`src/design/disk_card_params.svh`:
```
`ifndef DISK_CARD_PARAMS_SVH
`define DISK_CARD_PARAMS_SVH
// card select window, decoded on the four top address lines
`define CARD_SEL_TOP       4'h8
`define BLK_STATUS         2'h0
`define BLK_DATA           2'h1
`define BLK_MOTOR          2'h2
`define BLK_DMA            2'h3
// printed block base addresses
`define STATUS_RESET_OFS   24'h800000
`define CMD_DATA_OFS       24'h840000
`define MOTOR_CTRL_OFS     24'h880000
`define DMA_ENGINE_OFS     24'h8C0000
// reset values of the card's own control bits
`define MOTOR_RST_VAL      1'b0
`define CTRL_RST_RST_VAL   1'b1
// time each disk-controller strobe is held, in ns, then in 4 ns cycles
`define STROBE_NS          8
`define STROBE_CYC         ((`STROBE_NS + 3) / 4)
// fifo geometry
`define FIFO_DEPTH         16
`define FIFO_AW            4
`endif

```
`src/design/disk_card_pkg.sv`:
```
package disk_card_pkg;
    // dma sequencer states
    typedef enum logic [2:0] {
        ST_IDLE  = 3'b000,
        ST_REQ   = 3'b001,
        ST_WAITB = 3'b010,
        ST_ADDR  = 3'b011,
        ST_SYNC  = 3'b100,
        ST_DATA  = 3'b101,
        ST_DONE  = 3'b110
    } dma_state_t;

    // host-bus strobe group, true = asserted
    typedef struct packed {
        logic as;
        logic uds;
        logic lds;
        logic rd;
    } strobes_t;
endpackage : disk_card_pkg

```
`src/design/byte_fifo.sv`:
```
`timescale 1ns/1ps
module byte_fifo #(
    parameter int WIDTH = 8,
    parameter int DEPTH = 16,
    parameter int AW    = 4
) (
    input  wire logic             clk,
    input  wire logic             rst_n,
    input  wire logic [WIDTH-1:0] in_data,
    input  wire logic             in_valid,
    output logic                  in_ready,
    output logic      [WIDTH-1:0] out_data,
    output logic                  out_valid,
    input  wire logic             out_ready
);
    // storage array
    logic [WIDTH-1:0] mem [DEPTH];
    logic [AW:0]      wp_reg;
    logic [AW:0]      rp_reg;
    logic             push;
    logic             pop;
    // extra pointer bit tells full from empty
    assign in_ready  = (wp_reg - rp_reg) != DEPTH[AW:0];
    assign out_valid = wp_reg != rp_reg;
    assign out_data  = mem[rp_reg[AW-1:0]];
    assign push      = in_valid && in_ready;
    assign pop       = out_valid && out_ready;
    // pointers
    always_ff @(posedge clk or negedge rst_n) begin
        if (!rst_n) begin
            wp_reg <= '0;
            rp_reg <= '0;
        end else begin
            if (push) wp_reg <= wp_reg + 1'b1;
            if (pop) rp_reg <= rp_reg + 1'b1;
        end
    end
    // data store, no reset needed
    always_ff @(posedge clk) begin
        if (push) mem[wp_reg[AW-1:0]] <= in_data;
    end
endmodule : byte_fifo

```
`src/design/disk_card_host_bus_interface.sv`:
```
// Operation
// forward disk request as bus request
// host grants only after its cycle
// after grant wait bus idle, then acknowledge
// drive dma address on muxed and upper
// latch low address on engine ale
// stretch dma cycle until memory sync low
// strobes idle until memory sync low
// host drives memory sync per cycle window
// strobes only after address is out
// card-read: data on lane, read strobe
// card-write: lane transceiver, write strobe
// decode one megabyte in four blocks
// status read: main low, extra high
// status write sets controller reset
// data block reaches controller data register
// motor write on, read clears both
// interrupt passes only while motor on
// fourth block selects dma engine
// software uses byte moves, word status
// chain table fetched by dma engine
// one byte per disk request
// decode from six top address lines
// upper on high lane, lower low
// active-low bus request for dma
// release strobes, bus, request after cycle
`timescale 1ns/1ps
`include "disk_card_params.svh"
module disk_card_host_bus_interface
    import disk_card_pkg::*;
(
    input  wire logic        clk,
    input  wire logic        rst_n,
    // host bus, programmed access side
    input  wire logic [23:0] host_addr,
    input  wire logic        host_as_n,
    input  wire logic        host_uds_n,
    input  wire logic        host_lds_n,
    input  wire logic        host_rd,
    input  wire logic [15:0] host_data_in,
    output logic      [15:0] host_data_out,
    output logic      [15:0] host_data_oe,
    // arbitration and sync
    output logic             bus_request_out_n,
    input  wire logic        bus_grant_in_n,
    input  wire logic        memory_slot_sync_n,
    // strobes driven as master, with enable
    output logic             addr_valid_strobe_n,
    output logic             upper_lane_strobe_n,
    output logic             lower_lane_strobe_n,
    output logic             rw_out,
    output logic             strobe_oe,
    output logic      [7:0]  upper_addr_out,
    output logic             upper_addr_oe,
    output logic             addr_latch_n,
    // dma engine side
    input  wire logic        disk_xfer_request_n,
    input  wire logic        engine_breq,
    output logic             engine_back,
    input  wire logic        engine_ale,
    input  wire logic [15:0] muxed_lines_in,
    input  wire logic [7:0]  engine_upper_addr,
    input  wire logic        engine_to_mem,
    output logic             engine_wait,
    output logic             engine_sel_n,
    // disk controller side
    input  wire logic [7:0]  ctrl_status,
    input  wire logic [7:0]  extra_status,
    input  wire logic [7:0]  ctrl_data_in,
    output logic      [7:0]  ctrl_data_out,
    output logic             ctrl_rd_n,
    output logic             ctrl_wr_n,
    output logic             ctrl_reset,
    output logic             motor_on,
    input  wire logic        ctrl_irq,
    output logic             host_irq
);
    // card state apart from the byte fifo in one struct
    typedef struct packed {
        dma_state_t  st;
        strobes_t    stb;
        logic        br;
        logic        back;
        logic        uaoe;
        logic [7:0]  ua;
        logic        alat;
        logic        motor;
        logic        crst;
        logic        irq;
        logic        sel;
        logic        rdn;
        logic        wrn;
        logic        esel;
        logic        ewait;
        logic        rw;
        logic [1:0]  cnt;
        logic        lo;
        logic        prev_as;
        logic [15:0] dout;
        logic [15:0] doe;
        logic [7:0]  cdout;
    } state_t;

    state_t s_reg;
    state_t s_next;

    // byte path through the fifo toward the controller
    logic [7:0] fifo_out;
    logic       fifo_ovalid;
    logic       fifo_iready;
    logic       fifo_pop;
    logic       pio_ack;

    // block decode used by every programmed host access
    function automatic logic [2:0] blk_decode(input logic [23:0] a);
        // six top lines
        blk_decode = {a[23:20] == `CARD_SEL_TOP, a[19:18]};
    endfunction : blk_decode

    // lane enables from the host data strobes, shared by status and data
    function automatic logic [15:0] lane_mask(input logic u_n,
                                              input logic l_n);
        lane_mask = {{8{!u_n}}, {8{!l_n}}};
    endfunction : lane_mask

    logic [2:0] dec;
    logic       hit;
    logic [1:0] blk;
    logic       new_cyc;
    assign dec     = blk_decode(host_addr);
    // four quarter blocks
    assign hit     = dec[2];
    assign blk     = dec[1:0];
    assign new_cyc = !host_as_n && !s_reg.prev_as && s_reg.st == ST_IDLE;
    // writes to the data block queue in the fifo
    assign pio_ack = new_cyc && hit && blk == `BLK_DATA && !host_rd;
    assign fifo_pop = fifo_ovalid && s_reg.wrn && s_reg.cnt == 2'd0
                      && !s_reg.sel;

    byte_fifo #(
        .WIDTH (8),
        .DEPTH (`FIFO_DEPTH),
        .AW    (`FIFO_AW)
    ) byte_fifo_inst (
        .clk       (clk),
        .rst_n     (rst_n),
        .in_data   (host_lds_n ? host_data_in[15:8] : host_data_in[7:0]),
        .in_valid  (pio_ack),
        .in_ready  (fifo_iready),
        .out_data  (fifo_out),
        .out_valid (fifo_ovalid),
        .out_ready (fifo_pop)
    );

    // next-state logic
    always_comb begin
        s_next = s_reg;
        s_next.prev_as = !host_as_n;
        // interrupt gated by motor
        s_next.irq = ctrl_irq && s_reg.motor;
        if (s_reg.cnt != 2'd0) s_next.cnt = s_reg.cnt - 2'd1;
        // strobes to the controller end with the count
        if (s_reg.cnt == 2'd1) begin
            // read data taken at strobe end, once the controller settled
            if (!s_reg.rdn) s_next.dout = {ctrl_data_in, ctrl_data_in};
            s_next.rdn = 1'b1;
            s_next.wrn = 1'b1;
            s_next.sel = 1'b0;
        end
        // host strobe ends programmed drive, not our own master cycle
        if (host_as_n && !s_reg.back) begin
            s_next.doe  = 16'h0000;
            s_next.esel = 1'b1;
        end
        // queued controller writes drain one per strobe
        if (fifo_pop) begin
            s_next.cdout = fifo_out;
            s_next.wrn   = 1'b0;
            s_next.cnt   = 2'(`STROBE_CYC);
        end
        // programmed access, only while the card does not own the bus
        if (new_cyc && hit) begin
            case (blk)
                `BLK_STATUS: begin
                    if (host_rd) begin
                        // main low, extra high
                        s_next.dout = {extra_status, ctrl_status};
                        s_next.doe  = lane_mask(host_uds_n, host_lds_n);
                    end else begin
                        // reset line set
                        s_next.crst = 1'b1;
                    end
                end
                `BLK_DATA: begin
                    if (host_rd) begin
                        // data register read
                        s_next.dout = {ctrl_data_in, ctrl_data_in};
                        // only the strobed lane
                        s_next.doe  = lane_mask(host_uds_n, host_lds_n);
                        s_next.rdn  = 1'b0;
                        s_next.sel  = 1'b1;
                        s_next.cnt  = 2'(`STROBE_CYC);
                    end
                end
                `BLK_MOTOR: begin
                    // motor on or both off
                    if (host_rd) begin
                        s_next.motor = 1'b0;
                        s_next.crst  = 1'b0;
                    end else begin
                        s_next.motor = 1'b1;
                    end
                end
                `BLK_DMA: begin
                    // engine select, chain setup
                    s_next.esel = 1'b0;
                end
                default: ;
            endcase
        end
        case (s_reg.st)
            ST_IDLE: begin
                // forward request
                if (engine_breq && !disk_xfer_request_n) begin
                    s_next.br = 1'b1;
                    s_next.st = ST_REQ;
                end
            end
            ST_REQ: begin
                // grant then bus idle
                if (!bus_grant_in_n && host_as_n) begin
                    s_next.back = 1'b1;
                    s_next.ewait = 1'b1;
                    s_next.st   = ST_WAITB;
                end
            end
            ST_WAITB: begin
                // latch on ale
                if (engine_ale) begin
                    s_next.alat = 1'b1;
                    // upper lines out
                    s_next.ua   = engine_upper_addr;
                    s_next.uaoe = 1'b1;
                    s_next.rw   = !engine_to_mem;
                    // lane bit is only valid while the address is out
                    s_next.lo   = muxed_lines_in[0];
                    s_next.st   = ST_ADDR;
                end
            end
            ST_ADDR: begin
                s_next.alat = 1'b0;
                s_next.st   = ST_SYNC;
            end
            ST_SYNC: begin
                // wait for sync low
                if (!memory_slot_sync_n) begin
                    // strobes after address
                    s_next.stb.as = 1'b1;
                    s_next.stb.uds = !s_reg.lo;
                    s_next.stb.lds = s_reg.lo;
                    s_next.stb.rd  = s_reg.rw;
                    s_next.ewait   = 1'b0;
                    s_next.cnt     = 2'(`STROBE_CYC);
                    s_next.sel     = 1'b1;
                    // controller strobe per direction
                    if (s_reg.rw) s_next.wrn = 1'b0;
                    else s_next.rdn = 1'b0;
                    if (!s_reg.rw) begin
                        // byte lane by address bit
                        s_next.doe  = s_reg.lo ? 16'h00FF
                                                        : 16'hFF00;
                        s_next.dout = {ctrl_data_in, ctrl_data_in};
                    end else begin
                        s_next.cdout = s_reg.lo
                                       ? host_data_in[7:0]
                                       : host_data_in[15:8];
                    end
                    s_next.st = ST_DATA;
                end
            end
            ST_DATA: begin
                // one byte per request
                if (s_reg.cnt == 2'd0) s_next.st = ST_DONE;
            end
            ST_DONE: begin
                // release everything
                s_next.stb  = '0;
                s_next.uaoe = 1'b0;
                s_next.doe  = 16'h0000;
                s_next.br   = 1'b0;
                s_next.back = 1'b0;
                s_next.st   = ST_IDLE;
            end
            default: s_next.st = ST_IDLE;
        endcase
    end

    // state register
    always_ff @(posedge clk or negedge rst_n) begin
        if (!rst_n) begin
            s_reg       <= '0;
            s_reg.st    <= ST_IDLE;
            s_reg.motor <= `MOTOR_RST_VAL;
            s_reg.crst  <= `CTRL_RST_RST_VAL;
            s_reg.rdn   <= 1'b1;
            s_reg.wrn   <= 1'b1;
            s_reg.esel  <= 1'b1;
        end else begin
            s_reg <= s_next;
        end
    end

    // outputs straight from the state flops
    // active-low request
    assign bus_request_out_n   = !s_reg.br;
    assign engine_back         = s_reg.back;
    assign addr_valid_strobe_n = !s_reg.stb.as;
    assign upper_lane_strobe_n = !s_reg.stb.uds;
    assign lower_lane_strobe_n = !s_reg.stb.lds;
    assign rw_out              = s_reg.stb.rd;
    assign strobe_oe           = s_reg.back;
    assign upper_addr_out      = s_reg.ua;
    assign upper_addr_oe       = s_reg.uaoe;
    assign addr_latch_n        = !s_reg.alat;
    assign engine_wait         = s_reg.ewait;
    assign engine_sel_n        = s_reg.esel;
    assign host_data_out       = s_reg.dout;
    assign host_data_oe        = s_reg.doe;
    assign ctrl_data_out       = s_reg.cdout;
    assign ctrl_rd_n           = s_reg.rdn;
    assign ctrl_wr_n           = s_reg.wrn;
    assign ctrl_reset          = s_reg.crst;
    assign motor_on            = s_reg.motor;
    assign host_irq            = s_reg.irq;

    // checks
    property p_irq_gate;
        @(posedge clk) disable iff (!rst_n)
        !s_reg.motor |=> !host_irq;
    endproperty
    a_irq_gate: assert property (p_irq_gate)
        else $error("irq passed with motor off");

    property p_sync_strobe;
        @(posedge clk) disable iff (!rst_n)
        $rose(s_reg.stb.as) |-> !$past(memory_slot_sync_n);
    endproperty
    a_sync_strobe: assert property (p_sync_strobe)
        else $error("strobe without memory sync low");

    property p_addr_first;
        @(posedge clk) disable iff (!rst_n)
        s_reg.stb.as |-> s_reg.uaoe;
    endproperty
    a_addr_first: assert property (p_addr_first)
        else $error("strobe before address");

    property p_grant_back;
        @(posedge clk) disable iff (!rst_n)
        s_reg.back |-> s_reg.br;
    endproperty
    a_grant_back: assert property (p_grant_back)
        else $error("ack without request");

    property p_release;
        @(posedge clk) disable iff (!rst_n)
        s_reg.st == ST_DONE |=> !s_reg.br && !s_reg.stb.as && !s_reg.uaoe;
    endproperty
    a_release: assert property (p_release)
        else $error("bus not released");

    property p_motor_read;
        @(posedge clk) disable iff (!rst_n)
        new_cyc && hit && blk == `BLK_MOTOR && host_rd
        |=> !motor_on && !ctrl_reset;
    endproperty
    a_motor_read: assert property (p_motor_read)
        else $error("motor read did not clear");

    property p_status_wr;
        @(posedge clk) disable iff (!rst_n)
        new_cyc && hit && blk == `BLK_STATUS && !host_rd |=> ctrl_reset;
    endproperty
    a_status_wr: assert property (p_status_wr)
        else $error("reset not set by status write");

    property p_req;
        @(posedge clk) disable iff (!rst_n)
        s_reg.st == ST_IDLE && engine_breq && !disk_xfer_request_n
        |=> !bus_request_out_n;
    endproperty
    a_req: assert property (p_req)
        else $error("request not forwarded");

    c_dma: cover property (@(posedge clk) s_reg.st == ST_DONE);
    c_stat: cover property (@(posedge clk) new_cyc && hit && blk == 2'd0);
    c_fifo: cover property (@(posedge clk) !fifo_iready);
endmodule : disk_card_host_bus_interface

```
`config.mk`:
```
export PLATFORM = sky130hd
export DESIGN_NAME = disk_card_host_bus_interface
export DESIGN_NICKNAME = d
export VERILOG_FILES = /design/src/design/disk_card_pkg.sv /design/src/design/byte_fifo.sv /design/src/design/disk_card_host_bus_interface.sv
export VERILOG_INCLUDE_DIRS = /design/src /design/src/design
export SDC_FILE = /design/constraint.sdc
export NUM_CORES = 1
export LEC_CHECK = 0
export BUFFER_PORTS_ARGS = -buffer_cell sky130_fd_sc_hd__buf_4
export CAP_MARGIN = 20
export CELL_PAD_IN_SITES_DETAIL_PLACEMENT = 1
export CELL_PAD_IN_SITES_GLOBAL_PLACEMENT = 1
export CORE_MARGIN = 2
export CORE_UTILIZATION = 46
export CTS_BUF_LIST = sky130_fd_sc_hd__clkbuf_16
export DETAILED_ROUTE_END_ITERATION = 7
export PLACE_DENSITY_LB_ADDON = 0.1
export SYNTH_ARGS = -nofsm -noshare
export SYNTH_HDL_FRONTEND = slang
export SYNTH_SLANG_ARGS = --single-unit
```
`constraint.sdc`:
```
create_clock -name clk -period 3.9 [get_ports clk]
set_clock_uncertainty 0.2 [all_clocks]
set_input_delay 1.17 -clock clk [delete_from_list [all_inputs] [get_ports clk]]
set_output_delay 1.17 -clock clk [all_outputs]
set_load 0.005 [all_outputs]
```
# Word level (Yosys, flattened, before mapping)
# Memories as Yosys holds them, arrays and structs flattened.
# Index checks and enable logic that the tools add are counted.
dict set report word_totals {
  mem_count 1
  mem_bits_rw 128
  register_bits 82
}
# name depth width rd rd_ports_with_merged_regs write_ports line
set memory_table {}
lappend memory_table {byte_fifo_inst.mem 16 8 1 0 1 byte_fifo.sv:17} ;# logic [WIDTH-1:0] mem [DEPTH];
dict set report classes {
  addsub 4
  n_reduce_logical 51
  n_eq_ne 20
  mux 58
}
# op count
set op_table {}
lappend op_table {{two-way mux 32 bit} 4}
lappend op_table {{two-way mux 16 bit} 5}
lappend op_table {{case mux 32 bit (2 select lines)} 1}
lappend op_table {{two-way mux 40 bit} 1}
lappend op_table {{two-way mux 8 bit} 5}
lappend op_table {{case mux 16 bit (2 select lines)} 1}
lappend op_table {{two-way mux 3 bit} 7}
lappend op_table {{two-way mux 2 bit} 10}
lappend op_table {{case mux 3 bit (6 select lines)} 1}
lappend op_table {{logical NOT 1 bit} 16}
lappend op_table {{nonzero test 2 bit} 8}
lappend op_table {{logical AND 1 bit} 14}
lappend op_table {{two-way mux 1 bit} 14}
lappend op_table {{AND reduction 2 bit} 7}
lappend op_table {{!= test 2 bit (second input constant)} 6}
lappend op_table {{case mux 1 bit (2 select lines)} 6}
lappend op_table {{adder 5 x 1 -> 5 bit (second input constant)} 2}
lappend op_table {{two-way mux 10 bit} 1}
lappend op_table {{== test 3 bit (second input constant)} 3}
lappend op_table {{case mux 4 bit (2 select lines)} 1}
lappend op_table {{two-way mux 7 bit} 1}
lappend op_table {{== test 3 x 2 -> 1 bit (second input constant)} 2}
lappend op_table {{!= test 5 bit} 1}
lappend op_table {{!= test 5 bit (second input constant)} 1}
lappend op_table {{12 further kinds} 15}

# Depth between registers and ports, before layout
# Gate-level depths: netlist of the first run.
dict set report logic_depth {
  depth_word 10
  mapped_depth 10
  depth_no_buf 7
}

# Modules after synthesis
# A second synthesis of the first run with hierarchy kept.
dict set report unflattened {
  cells_unflattened 675
  hier_area_um2 9676.8
}
# mod area_per_inst_um2 cells_per_inst n_inst
set by_module_without_submodules {}
lappend by_module_without_submodules {byte_fifo 5753.0 289 1}
lappend by_module_without_submodules {disk_card_host_bus_interface 3923.8 386 1}

# Worst setup path after synthesis of the first run
# Ideal clock, no wire load.
dict set report synth_path {
  path_kind {register to register}
  startpoint {register byte_fifo_inst.rp_reg[2]}
  endpoint {memory byte_fifo_inst.mem[12][0], enable pin}
  required_time_ns 3.422
  setup_ns 0.278
  path_slack_ns 0.562
  stages_incl_launch_ff 10
  arrival_ns 2.860
  path_buffers 3
  cell_sequence {dfrtp_1 clkbuf_1 clkbuf_1 inv_1 ha_1 or4_1 a221oi_2 a21oi_2 buf_6 and3_1}
}
dict set report synth_via {
  elab_chain_len 5
}
# item line
set synth_lines {}
lappend synth_lines {{start, declared} byte_fifo.sv:19} ;# logic [AW:0] rp_reg;
lappend synth_lines {{start signal, assigned} byte_fifo.sv:35} ;# if (pop) rp_reg <= rp_reg + 1'b1;
lappend synth_lines {{subtractor 5 bit} byte_fifo.sv:23} ;# assign in_ready = (wp_reg - rp_reg) != DEPTH[AW:0];
lappend synth_lines {{!= test 5 bit} byte_fifo.sv:23}
lappend synth_lines {{logical AND 1 bit} byte_fifo.sv:26} ;# assign push = in_valid && in_ready;
lappend synth_lines {{two-way mux 1 bit} byte_fifo.sv:40} ;# if (push) mem[wp_reg[AW-1:0]] <= in_data;
lappend synth_lines {{two-way mux 1 bit (not written as such)} byte_fifo.sv:40}
lappend synth_lines {{end, declared} byte_fifo.sv:17}
# No other way between the ends.

# Worst setup path in the final report of the first run
dict set report layout_path {
  startpoint {register byte_fifo_inst.rp_reg[3]}
  endpoint {memory byte_fifo_inst.mem[11][0], enable pin}
}
# The elaborated chain is that of the path after synthesis.

==> results of run 1 <==
## layer usage
| layer | share of wire (%) | vias up | routed length [um] |
|---|---|---|---|
| met5 | 0 | - | 0 |
| met4 | 2.3 | 0 | 525 |
| met3 | 4.7 | 37 | 1063 |
| met2 | 51 | 149 | 11720 |
| met1 | 42 | 2984 | 9493 |
| li1 | - | 2700 | - |
## cell families after synthesis
family | count (synthesis) | share of synthesized area, %
AO/OA/AOI/OAI | 135 | 9.410
flip-flops | 210 | 62.50
adder cells (fa/ha/maj) | 9 | 1.193
multiplexers | 70 | 11.94
XOR/XNOR | 11 | 1.021
buffers and inverters | 118 | 6.932
AND/OR/NAND/NOR | 136 | 6.998
## tightest hold or removal path: stages, from the launching register on
cell	delay (ps)
dfstp_2	370
inv_1	60
a21oi_1	60
## placed cells by master (no fill, tap or decap), types with 6 or more instances in the layout
| master | synthesis | final |
|---|---|---|
| buf_4 | 49 | 150 |
| a21oi_1 | 30 | 30 |
| a2bb2oi_1 | 16 | 16 |
| xnor2_1 | 6 | 6 |
| o21ai_0 | 41 | 41 |
| dfrtp_1 | 78 | 77 |
| nor2_1 | 21 | 21 |
| o22ai_1 | 20 | 20 |
| nand2_1 | 68 | 68 |
| a222oi_1 | 7 | 7 |
| inv_1 | 33 | 35 |
| mux4_2 | 32 | 32 |
| mux2_2 | 21 | 21 |
| ha_1 | 9 | 9 |
| clkbuf_16 | 0 | 24 |
| and3_1 | 12 | 12 |
| edfxtp_1 | 128 | 128 |
| mux2i_1 | 17 | 17 |
## worst min path at each step
stage,to,cells after the start,slack [ps]
after floorplan,s_reg[49]$_DFF_PN0_,2,250
after global placement,engine_sel_n$_DFF_PN1_,2,250
after detailed placement,engine_sel_n$_DFF_PN1_,2,270
after CTS,ctrl_reset$_DFFE_PN1P_,1,300
after global routing,ctrl_reset$_DFFE_PN1P_,1,310
final,engine_sel_n$_DFF_PN1_,2,300
## report_power, final
group | internal, mW | switching (mW) | total, mW
combinational | 1.12 | 1.13 | 2.25
sequential | 2.69 | 0.276 | 2.96
clock | 1.19 | 0.872 | 2.06
## per-stage QoR
step	hold WS [ps]	setup slack, ps	cells	cell area [um^2]
floorplan	248.1	561.9	689	9440
global placement	247.8	267.7	1026	10420
detailed placement	266.8	190.6	1026	10420
CTS	295.5	618.9	1067	11140
global route	311.0	428.4	1067	11140
finish	295.5	589.2	1067	11140
## cell type report
type | instances | area, um^2 | area share [%]
Multi-Input combinational cell | 361 | 2890 | 25.94
Clock buffer | 24 | 600.6 | 5.390
Inverter | 33 | 123.9 | 1.112
Timing Repair Buffer | 152 | 1166 | 10.46
Tap cell | 270 | 337.8 | 3.032
Sequential cell | 210 | 5902 | 52.96
Clock inverter | 17 | 122.6 | 1.100
==> flow_summary_export.csv, run 1 <==
group,metric,value,unit
power,finalPower,7.274,mW
global_route,antenna_found_initial,0,
logic_synthesis,syn_avg_cell_area,13.70,um^2
floorplan,dieArea,0.02168,mm^2
logic_synthesis,ys_warn_count,0,
logic_synthesis,yosysSeqAreaShare,62.50,%
run,drv.max_cap_violation_count,0,
clocking,clkTransAtPathRegs,60,ps
power,ir_worst_vdd,0.3837,mV
cells_and_area,drive_gt1_share,31.87,%
global_route,grt_max_degree,47,
worst_setup_path,ff2ff_setup_slack,590,ps
power,p_leak,4.596,nW
floorplan,die_h,147.3,um
place,gp_congestion,0.8038,
worst_setup_path,reg2reg_depth,8,
sta,hold_violations,0,
cells_and_area,final_nets,891,
sta,rsz0062_at_grt,"no",
sta,relSlewSlack,46.75,%
clocking,clock-sinks,210,
worst_setup_path,timing.rr.start,"byte_fifo_inst.rp_reg[3]$_DFFE_PN0P_",
logic_synthesis,netlist_area,0.009440,mm^2
route,routed_wl,22800,um
sta,setup_viol,0,
run_status,status,"finished clean",
logic_synthesis,synth_area_leaders,"edfxtp_1 (41%), dfrtp_1 (21%), mux4_2 (7.6%), buf_4 (3.9%), nand2_1 (2.7%)",
worst_setup_path,crit_path_end_kind,"flip-flop",
place,port_buffers,131,
floorplan,core_area,0.02017,mm^2
global_route,grt_use_met1,27.56,%
clocking,post_cts_buffers,0,
worst_setup_path,r2r_end,"byte_fifo_inst.mem[11][0]$_DFFE_PP_",
logic_synthesis,synth_most_common_cell,"edfxtp_1",
worst_setup_path,crit_fanout,8,
worst_setup_path,required,3920,ps
worst_setup_path,critPathLaunch,"byte_fifo_inst.rp_reg[3]$_DFFE_PN0P_",
route,final_antenna_net_count,0,
clocking,cts-root-buf,"clkbuf_16",
route,drtIter0Drc,278,
sta,min_period_over_period,84.89,%
cells_and_area,syn2layout_area_growth,18.04,%
route,wl_per_cell,21.37,um
logic_synthesis,async_flop_share,39.05,%
sta,fmax,302.0,MHz
logic_synthesis,ys_seq_elements,210,
global_route,grt_pass1_wl,35640,um
floorplan,row_count,52,
route,drt_pass1_iterations,4,
sta,slew_viol_final,0,
sta,fin_setup_tns,0,ps
power,power_density,652.8,mW/mm^2
worst_setup_path,slowest_stage,"dfrtp_1",
global_route,grt_pass1_vias,6347,
cells_and_area,fillers,1963,
cells_and_area,fin_util,55.25,%
clocking,cts.htree.levels,1,
logic_synthesis,synth.largest_area_cell,"edfxtp_1",
logic_synthesis,synth_edf_count,128,
hold_path,hp-start,"engine_sel_n$_DFF_PN1_",
logic_synthesis,syn_nets,799,
place,hpwl,15800,um
hold_path,hp-class,"flip-flop to flip-flop",
global_route,grt-ovfl-total,0,
worst_setup_path,crit_path_cell_trace,"inv_1 > ha_1 > xor2_1 > or4_1 > a221oi_2 > buf_4 > a211oi_2 > and2_1",
clocking,cts_resized,0,
worst_setup_path,startpoint_type,"flip-flop",
clocking,clk_latency,520,ps
worst_setup_path,endpoint,"byte_fifo_inst.mem[11][0]$_DFFE_PP_",
worst_setup_path,crit_family,"simple AND/OR/NAND/NOR gates",
clocking,cts_tree,"yes",
floorplan,dieWidth,147.3,um
worst_setup_path,path_buf_inv,2,
global_route,use_met3,3.789,%
worst_setup_path,cp_num_cells,8,
clocking,cts-buffers-inserted,23,
global_route,busiest_layer,"met2",
logic_synthesis,syn_inst,689,
worst_setup_path,critical_path_class,"flip-flop to flip-flop",
cells_and_area,antennaDiodeCount,0,
worst_setup_path,critPathMaxStageDelay,620,ps
sta,period_needed,3311,ps
floorplan,io-pin-count,165,
cells_and_area,largest_reg_flops,128,
route,vias,5870,
worst_setup_path,crit_arrival,3330,ps
clocking,holdBufCountCts,0,
logic_synthesis,synth_top_area_share,40.72,%
floorplan,initial_utilization,46.81,%
route,via_per_inst,5.501,
sta,worstMarginPinSlew,798.7,ps
logic_synthesis,synth.distinct_cells,52,
route,route.detailed.drc,0,
logic_synthesis,synthFlopType,"edfxtp_1",
global_route,grt_util_met2,37.64,%
clocking,cts_buffer_depth,3,
logic_synthesis,ys_top_cells_by_count,"edfxtp_1 (128), dfrtp_1 (78), nand2_1 (68), buf_4 (49), o21ai_0 (41)",
global_route,grt.total_usage,21.30,%
(Power assumes the default switching activity.)
==> run 2, diff against run 1 <==
Settings changed: CORE_UTILIZATION 46 to 41.
Clock period 3.9 ns to 2.7 ns, I/O delays scaled along.
==> flow_summary_export.csv, run 2 (synthesis results as in run 1) <==
group,metric,value,unit
place,hpwl,16360,um
cells_and_area,drive_gt1_share,36.61,%
sta,rsz0062_at_grt,"yes",
sta,slew_viol_final,0,
sta,hold_violations,0,
global_route,antenna_found_initial,0,
floorplan,dieArea,0.02425,mm^2
worst_setup_path,crit_arrival,2700,ps
run_status,status,"finished clean",
worst_setup_path,required,2770,ps
cells_and_area,syn2layout_area_growth,22.44,%
route,route.detailed.drc,0,
cells_and_area,final_nets,909,
worst_setup_path,slowest_stage,"or4_4",
power,switching_share,30.17,%
place,post-place-ws,-412.0,ps
global_route,grt_pass1_vias,6453,
floorplan,die_h,155.7,um
sta,fmax,381.4,MHz
worst_setup_path,crit_fanout,8,
power,p_clk_share,30.4,%
global_route,grt_max_degree,48,
clocking,cts_tree,"yes",
sta,setup_viol,0,
sta,setup_slack,78.08,ps
worst_setup_path,crit_family,"simple AND/OR/NAND/NOR gates",
worst_setup_path,crit_path_cell_trace,"inv_1 > ha_4 > xor2_1 > or4_4 > a221oi_4 > a21oi_4 > buf_4 > and3_4",
clocking,cts-root-buf,"clkbuf_16",
clocking,clk_latency,530,ps
power,internal-power,7.740,mW
power,power.switching,3.344,mW
global_route,grt.total_usage,19.38,%
cells_and_area,fin_util,51.05,%
global_route,grt-ovfl-total,0,
global_route,grt_pass1_wl,36290,um
clocking,cts.htree.levels,1,
route,wl_per_cell,20.82,um
clocking,clkTransAtPathRegs,60,ps
worst_setup_path,critical_path_class,"flip-flop to flip-flop",
place,gp_congestion,0.7829,
power,finalPower,11.08,mW
floorplan,row_count,55,
sta,period_needed,2622,ps
sta,relSlewSlack,53.26,%
hold_path,hp-class,"input pin to flip-flop",
cells_and_area,antennaDiodeCount,0,
power,ir_worst_vdd,0.6008,mV
power,power_density,958.9,mW/mm^2
run,drv.max_cap_violation_count,0,
worst_setup_path,path_buf_inv,2,
cells_and_area,final_common_cell,"buf_4",
route,final_antenna_net_count,0,
route,drt_pass1_iterations,5,
clocking,cts_buffer_depth,3,
floorplan,core_area,0.02264,mm^2
place,port_buffers,131,
power,p_leak,4.726,nW
power,comb_power_share,31.4,%
worst_setup_path,critPathMaxStageDelay,440,ps
worst_setup_path,crit_path_end_kind,"flip-flop",
sta,worstMarginPinSlew,701.0,ps
cells_and_area,largest_reg_flops,128,
route,routed_wl,22880,um
sta,min_period_over_period,97.11,%
clocking,clock-sinks,210,
floorplan,dieWidth,155.7,um
worst_setup_path,startpoint_type,"flip-flop",
cells_and_area,final_cell_mix,"buf_4 (166), edfxtp_1 (128), dfrtp_1 (77), nand2_1 (68), o21ai_0 (41)",
route,drtIter0Drc,285,
power,seqPwrFrac,38.2,%
clocking,cts-buffers-inserted,23,
floorplan,io-pin-count,165,
route,via_per_inst,5.404,
floorplan,initial_utilization,41.70,%
route,vias,5939,
[run 2: cell types whose count changed in the layout (fill, tap and decap cells not counted), moves of 3 or more]
cell,before,now
buf_4,150,166
bufinv_16,1,5
and3_4,0,12
clkinv_1,5,1
and2_4,0,3
and3_1,12,0
and2_1,5,2
[run 2: power by group through the flow]
stage | sequential [mW] | clock [mW] | combinational, mW
final | 4.23 | 3.37 | 3.48
after global routing | 4.30 | 3.58 | 3.84
after CTS | 4.24 | 3.46 | 3.51
after detailed placement | 4.30 | 0 | 3.50
after global placement | 4.27 | 0 | 3.40
after floorplan | 4.14 | 0 | 2.56
[run 2: worst paths after layout]
path / start / slack [ps] / to / depth (start not counted)
setup / recovery: byte_fifo_inst.rp_reg[3]$_DFFE_PN0P_ / 80 / byte_fifo_inst.mem[2][1]$_DFFE_PP_ / 8
hold / removal: engine_to_mem / 260 / s_reg[44]$_DFFE_PN0P_ / 2
setup reg to reg: byte_fifo_inst.rp_reg[3]$_DFFE_PN0P_ / 80 / byte_fifo_inst.mem[2][1]$_DFFE_PP_ / 8
hold reg to reg: s_reg[49]$_DFF_PN0_ / 290 / s_reg[49]$_DFF_PN0_ / 2
max in group asynchronous: rst_n / 1150 / ctrl_rd_n$_DFF_PN1_ / 3
min in group asynchronous: rst_n / 510 / host_data_out[11]$_DFF_PN0_ / 2
[run 2: worst reg2reg max path, delay by kind of cell, from the launching register on]
| family | cells | cell delay, ps |
|---|---|---|
| xor gates and xnor gates | 1 | 160 |
| and+or+nand+nor | 2 | 660 |
| AOI/OAI and AO/OA | 2 | 420 |
| buffers and inverters | 2 | 320 |
| DFF | 1 | 390 |
| adders and majority gates | 1 | 230 |
[run 2: timing repair]
action,CTS,global route
gates resized for setup,2,6
pin swaps,1,1
cloned,0,0
buffers inserted,0,0
hold buffers,1,0
endpoints found under the setup margin,32,124
hold endpoints to repair,14,0
[run 2: per-layer routing]
| metal | wire length [um] | track usage [%] | up-vias |
|---|---|---|---|
| li1 | - | - | 2734 |
| met1 | 9821 | 26.05 | 3037 |
| met2 | 11390 | 32.87 | 132 |
| met3 | 1010 | 2.639 | 36 |
| met4 | 657 | 6.073 | 0 |
| met5 | 0 | 0 | - |
[run 2: stage by stage]
step	area, um^2	hold slack (ps)	cells	setup TNS [ps]
6_report	11560	263.6	1099	0
5_1_grt	11560	257.5	1099	-39.18
4_1_cts	11520	248.1	1099	0
3_5_place_dp	10680	256.9	1058	-45990
3_3_place_gp	10680	253.6	1058	-44380
2_1_floorplan	9574	248.1	689	-15410
[run 2: area by class of cell]
cell class	count	area [um^2]
tap	285	356.6
inverter	33	128.9
timing repair buffer	170	1316
clock inverter	16	216.5
clock buffer	24	600.6
sequential	210	5902
multi-input combinational	361	3038
fill	2223	11080
==> run 3, diff against run 2 <==
Settings changed: ABC_AREA from default to 1, CORE_UTILIZATION 41 to 39.
==> flow_summary_export.csv, run 3 <==
group,metric,value,unit
run_status,status,"finished clean",
floorplan,io-pin-count,165,
logic_synthesis,synthFlopType,"edfxtp_1",
sta,setup_slack,218.3,ps
power,power_density,966.3,mW/mm^2
power,finalPower,12.17,mW
global_route,antenna_found_initial,0,
sta,slew_viol_final,0,
global_route,grt.total_usage,20.93,%
worst_setup_path,critical_path_class,"flip-flop to output port",
clocking,clk_latency,530,ps
logic_synthesis,syn_avg_cell_area,9.128,um^2
route,drt_pass1_iterations,4,
worst_setup_path,crit_family,"flip-flops",
cells_and_area,largest_reg_flops,128,
route,wl_per_cell,17.77,um
cells_and_area,antennaDiodeCount,0,
power,power.switching,4.460,mW
global_route,grt_max_degree,74,
floorplan,dieWidth,166.5,um
clocking,clkTransAtPathRegs,60,ps
cells_and_area,drive_gt1_share,21.93,%
sta,setup_viol,0,
worst_setup_path,required,1690,ps
worst_setup_path,crit_path_end_kind,"output port",
floorplan,core_area,0.02598,mm^2
place,hpwl,19740,um
route,routed_wl,28400,um
sta,period_needed,2482,ps
clocking,holdBufCountCts,0,
worst_setup_path,timing.rr.start,"byte_fifo_inst.rp_reg[3]$_DFFE_PN0P_",
clocking,clock-sinks,210,
power,switching_share,36.63,%
route,via_per_inst,5.000,
cells_and_area,final_nets,1355,
worst_setup_path,critPathMaxStageDelay,760,ps
clocking,cts-buffers-inserted,25,
logic_synthesis,netlist_area,0.01030,mm^2
sta,relSlewSlack,62.67,%
worst_setup_path,slowest_stage,"dfstp_2",
sta,fmax,403.0,MHz
floorplan,row_count,59,
sta,hold_violations,0,
place,gp_congestion,0.7757,
worst_setup_path,startpoint_type,"flip-flop",
logic_synthesis,synth_top_area_share,37.33,%
sta,rsz0062_at_grt,"no",
power,p_leak,5.800,nW
cells_and_area,final_common_cell,"nand2_1",
logic_synthesis,syn_nets,1238,
route,route.detailed.drc,0,
logic_synthesis,synth_area_leaders,"edfxtp_1 (37%), dfrtp_1 (19%), nand2_1 (12%), nand3_1 (5.1%), nor2_1 (4.4%)",
clocking,cts.htree.levels,1,
clocking,cts_resized,0,
power,internal-power,7.714,mW
logic_synthesis,synth.distinct_cells,39,
logic_synthesis,synth.largest_area_cell,"edfxtp_1",
worst_setup_path,crit_fanout,19,
place,placed_cells_incl_taps,1553,
logic_synthesis,async_flop_share,39.05,%
global_route,grt_pass1_vias,8579,
floorplan,initial_utilization,39.62,%
clocking,cts-root-buf,"clkbuf_16",
cells_and_area,syn2layout_area_growth,22.37,%
logic_synthesis,synth_most_common_cell,"nand2_1",
power,seqPwrFrac,35.6,%
cells_and_area,layoutNonFillerInstCount,1598,
logic_synthesis,yosysSeqAreaShare,57.31,%
clocking,cts_buffer_depth,3,
floorplan,die_h,166.5,um
global_route,grt_pass1_wl,46460,um
logic_synthesis,syn_inst,1128,
logic_synthesis,ys_warn_count,0,
place,port_buffers,131,
sta,worstMarginPinSlew,559.4,ps
place,post-place-ws,-67.55,ps
power,ir_worst_vdd,0.5188,mV
logic_synthesis,ys_top_cells_by_count,"nand2_1 (324), edfxtp_1 (128), nor2_1 (120), nand3_1 (104), inv_1 (89)",
power,comb_power_share,37.3,%
hold_path,hp-class,"input pin to async pin",
worst_setup_path,crit_arrival,1470,ps
worst_setup_path,path_buf_inv,1,
global_route,grt-ovfl-total,0,
clocking,post_cts_buffers,0,
cells_and_area,final_cell_mix,"nand2_1 (324), buf_4 (165), edfxtp_1 (128), nor2_1 (105), nand3_1 (104)",
route,final_antenna_net_count,0,
route,vias,7990,
power,p_clk_share,27.1,%
clocking,cts_tree,"yes",
logic_synthesis,ys_seq_elements,210,
sta,min_period_over_period,91.91,%
run,drv.max_cap_violation_count,0,
worst_setup_path,crit_path_cell_trace,"buf_4",
floorplan,dieArea,0.02772,mm^2
worst_setup_path,critPathLaunch,"ctrl_rd_n$_DFF_PN1_",
route,drtIter0Drc,444,
logic_synthesis,synth_edf_count,128,
-- run 3: cell types whose count changed in the layout (fill, tap and decap cells not counted), sizes merged, moves of 19 or more --
cell   delta
nand2   +263
nand3   +110
nor2    +104
inv      +68
o21ai    +50
mux4     -32
o22ai    -19
-- run 3: layout make-up --
type / count / area, um^2
well taps: 335 / 419.2
repair buffers: 183 / 1590
inverters: 100 / 377.9
fillers: 2977 / 13390
flip-flops and latches: 210 / 5902
multi-input cells: 725 / 3506
clock buffers: 25 / 625.6
clock inverters: 20 / 178.9
-- run 3: kinds of logic after synthesis --
family                   count (synthesis)  share of synthesized area [%]
AO/OA/AOI/OAI                          125                          6.465
XOR/XNOR                                 8                         0.6805
adder cells (fa/ha/maj)                  9                          1.094
AND/OR/NAND/NOR                        575                          24.09
flip-flops                             210                          57.31
buffers and inverters                  193                          9.491
multiplexers                             8                         0.8750
-- run 3: path summary, 6_finish.rpt --
check	to	slack, ps	cells past startpoint
worst min-delay path	host_data_oe[9]$_DFF_PN0_	20	1
min in group clk	s_reg[44]$_DFFE_PN0P_	270	2
worst max-delay path	ctrl_rd_n	220	1
worst min register to register	upper_addr_oe$_DFFE_PN0P_	280	2
max in group asynchronous	upper_addr_out[5]$_DFFE_PN0P_	1620	2
worst max register to register	byte_fifo_inst.mem[0][0]$_DFFE_PP_	230	11
-- run 3: power by group through the flow --
stage	logic, mW	clock network, mW	registers, mW
finish	4.54	3.30	4.33
global route	5.15	3.50	4.40
CTS	4.62	3.38	4.34
detailed placement	4.58	0	4.39
global placement	4.46	0	4.38
floorplan	3.23	0	4.25
-- run 3: per-stage QoR --
stage	util (%)	area, um^2	setup TNS, ps	hold WS [ps]
3_5_place_dp	45.24	11760	-3677	264.0
6_report	48.49	12600	0	22.59
3_3_place_gp	45.24	11760	0	258.4
4_1_cts	48.34	12560	0	31.58
5_1_grt	48.49	12600	0	41.25
2_1_floorplan	-	10350	-5210	241.9
-- run 3: routing by layer --
| layer | routed length [um] | global-route usage, % | share of wire, % | up-vias |
|---|---|---|---|---|
| li1 | - | - | - | 3871 |
| met1 | 12710 | 28.09 | 45 | 3941 |
| met2 | 13930 | 36.04 | 49 | 144 |
| met3 | 1171 | 3.018 | 4.1 | 34 |
| met4 | 584 | 4.873 | 2.1 | 0 |
| met5 | 0 | 0 | 0 | - |
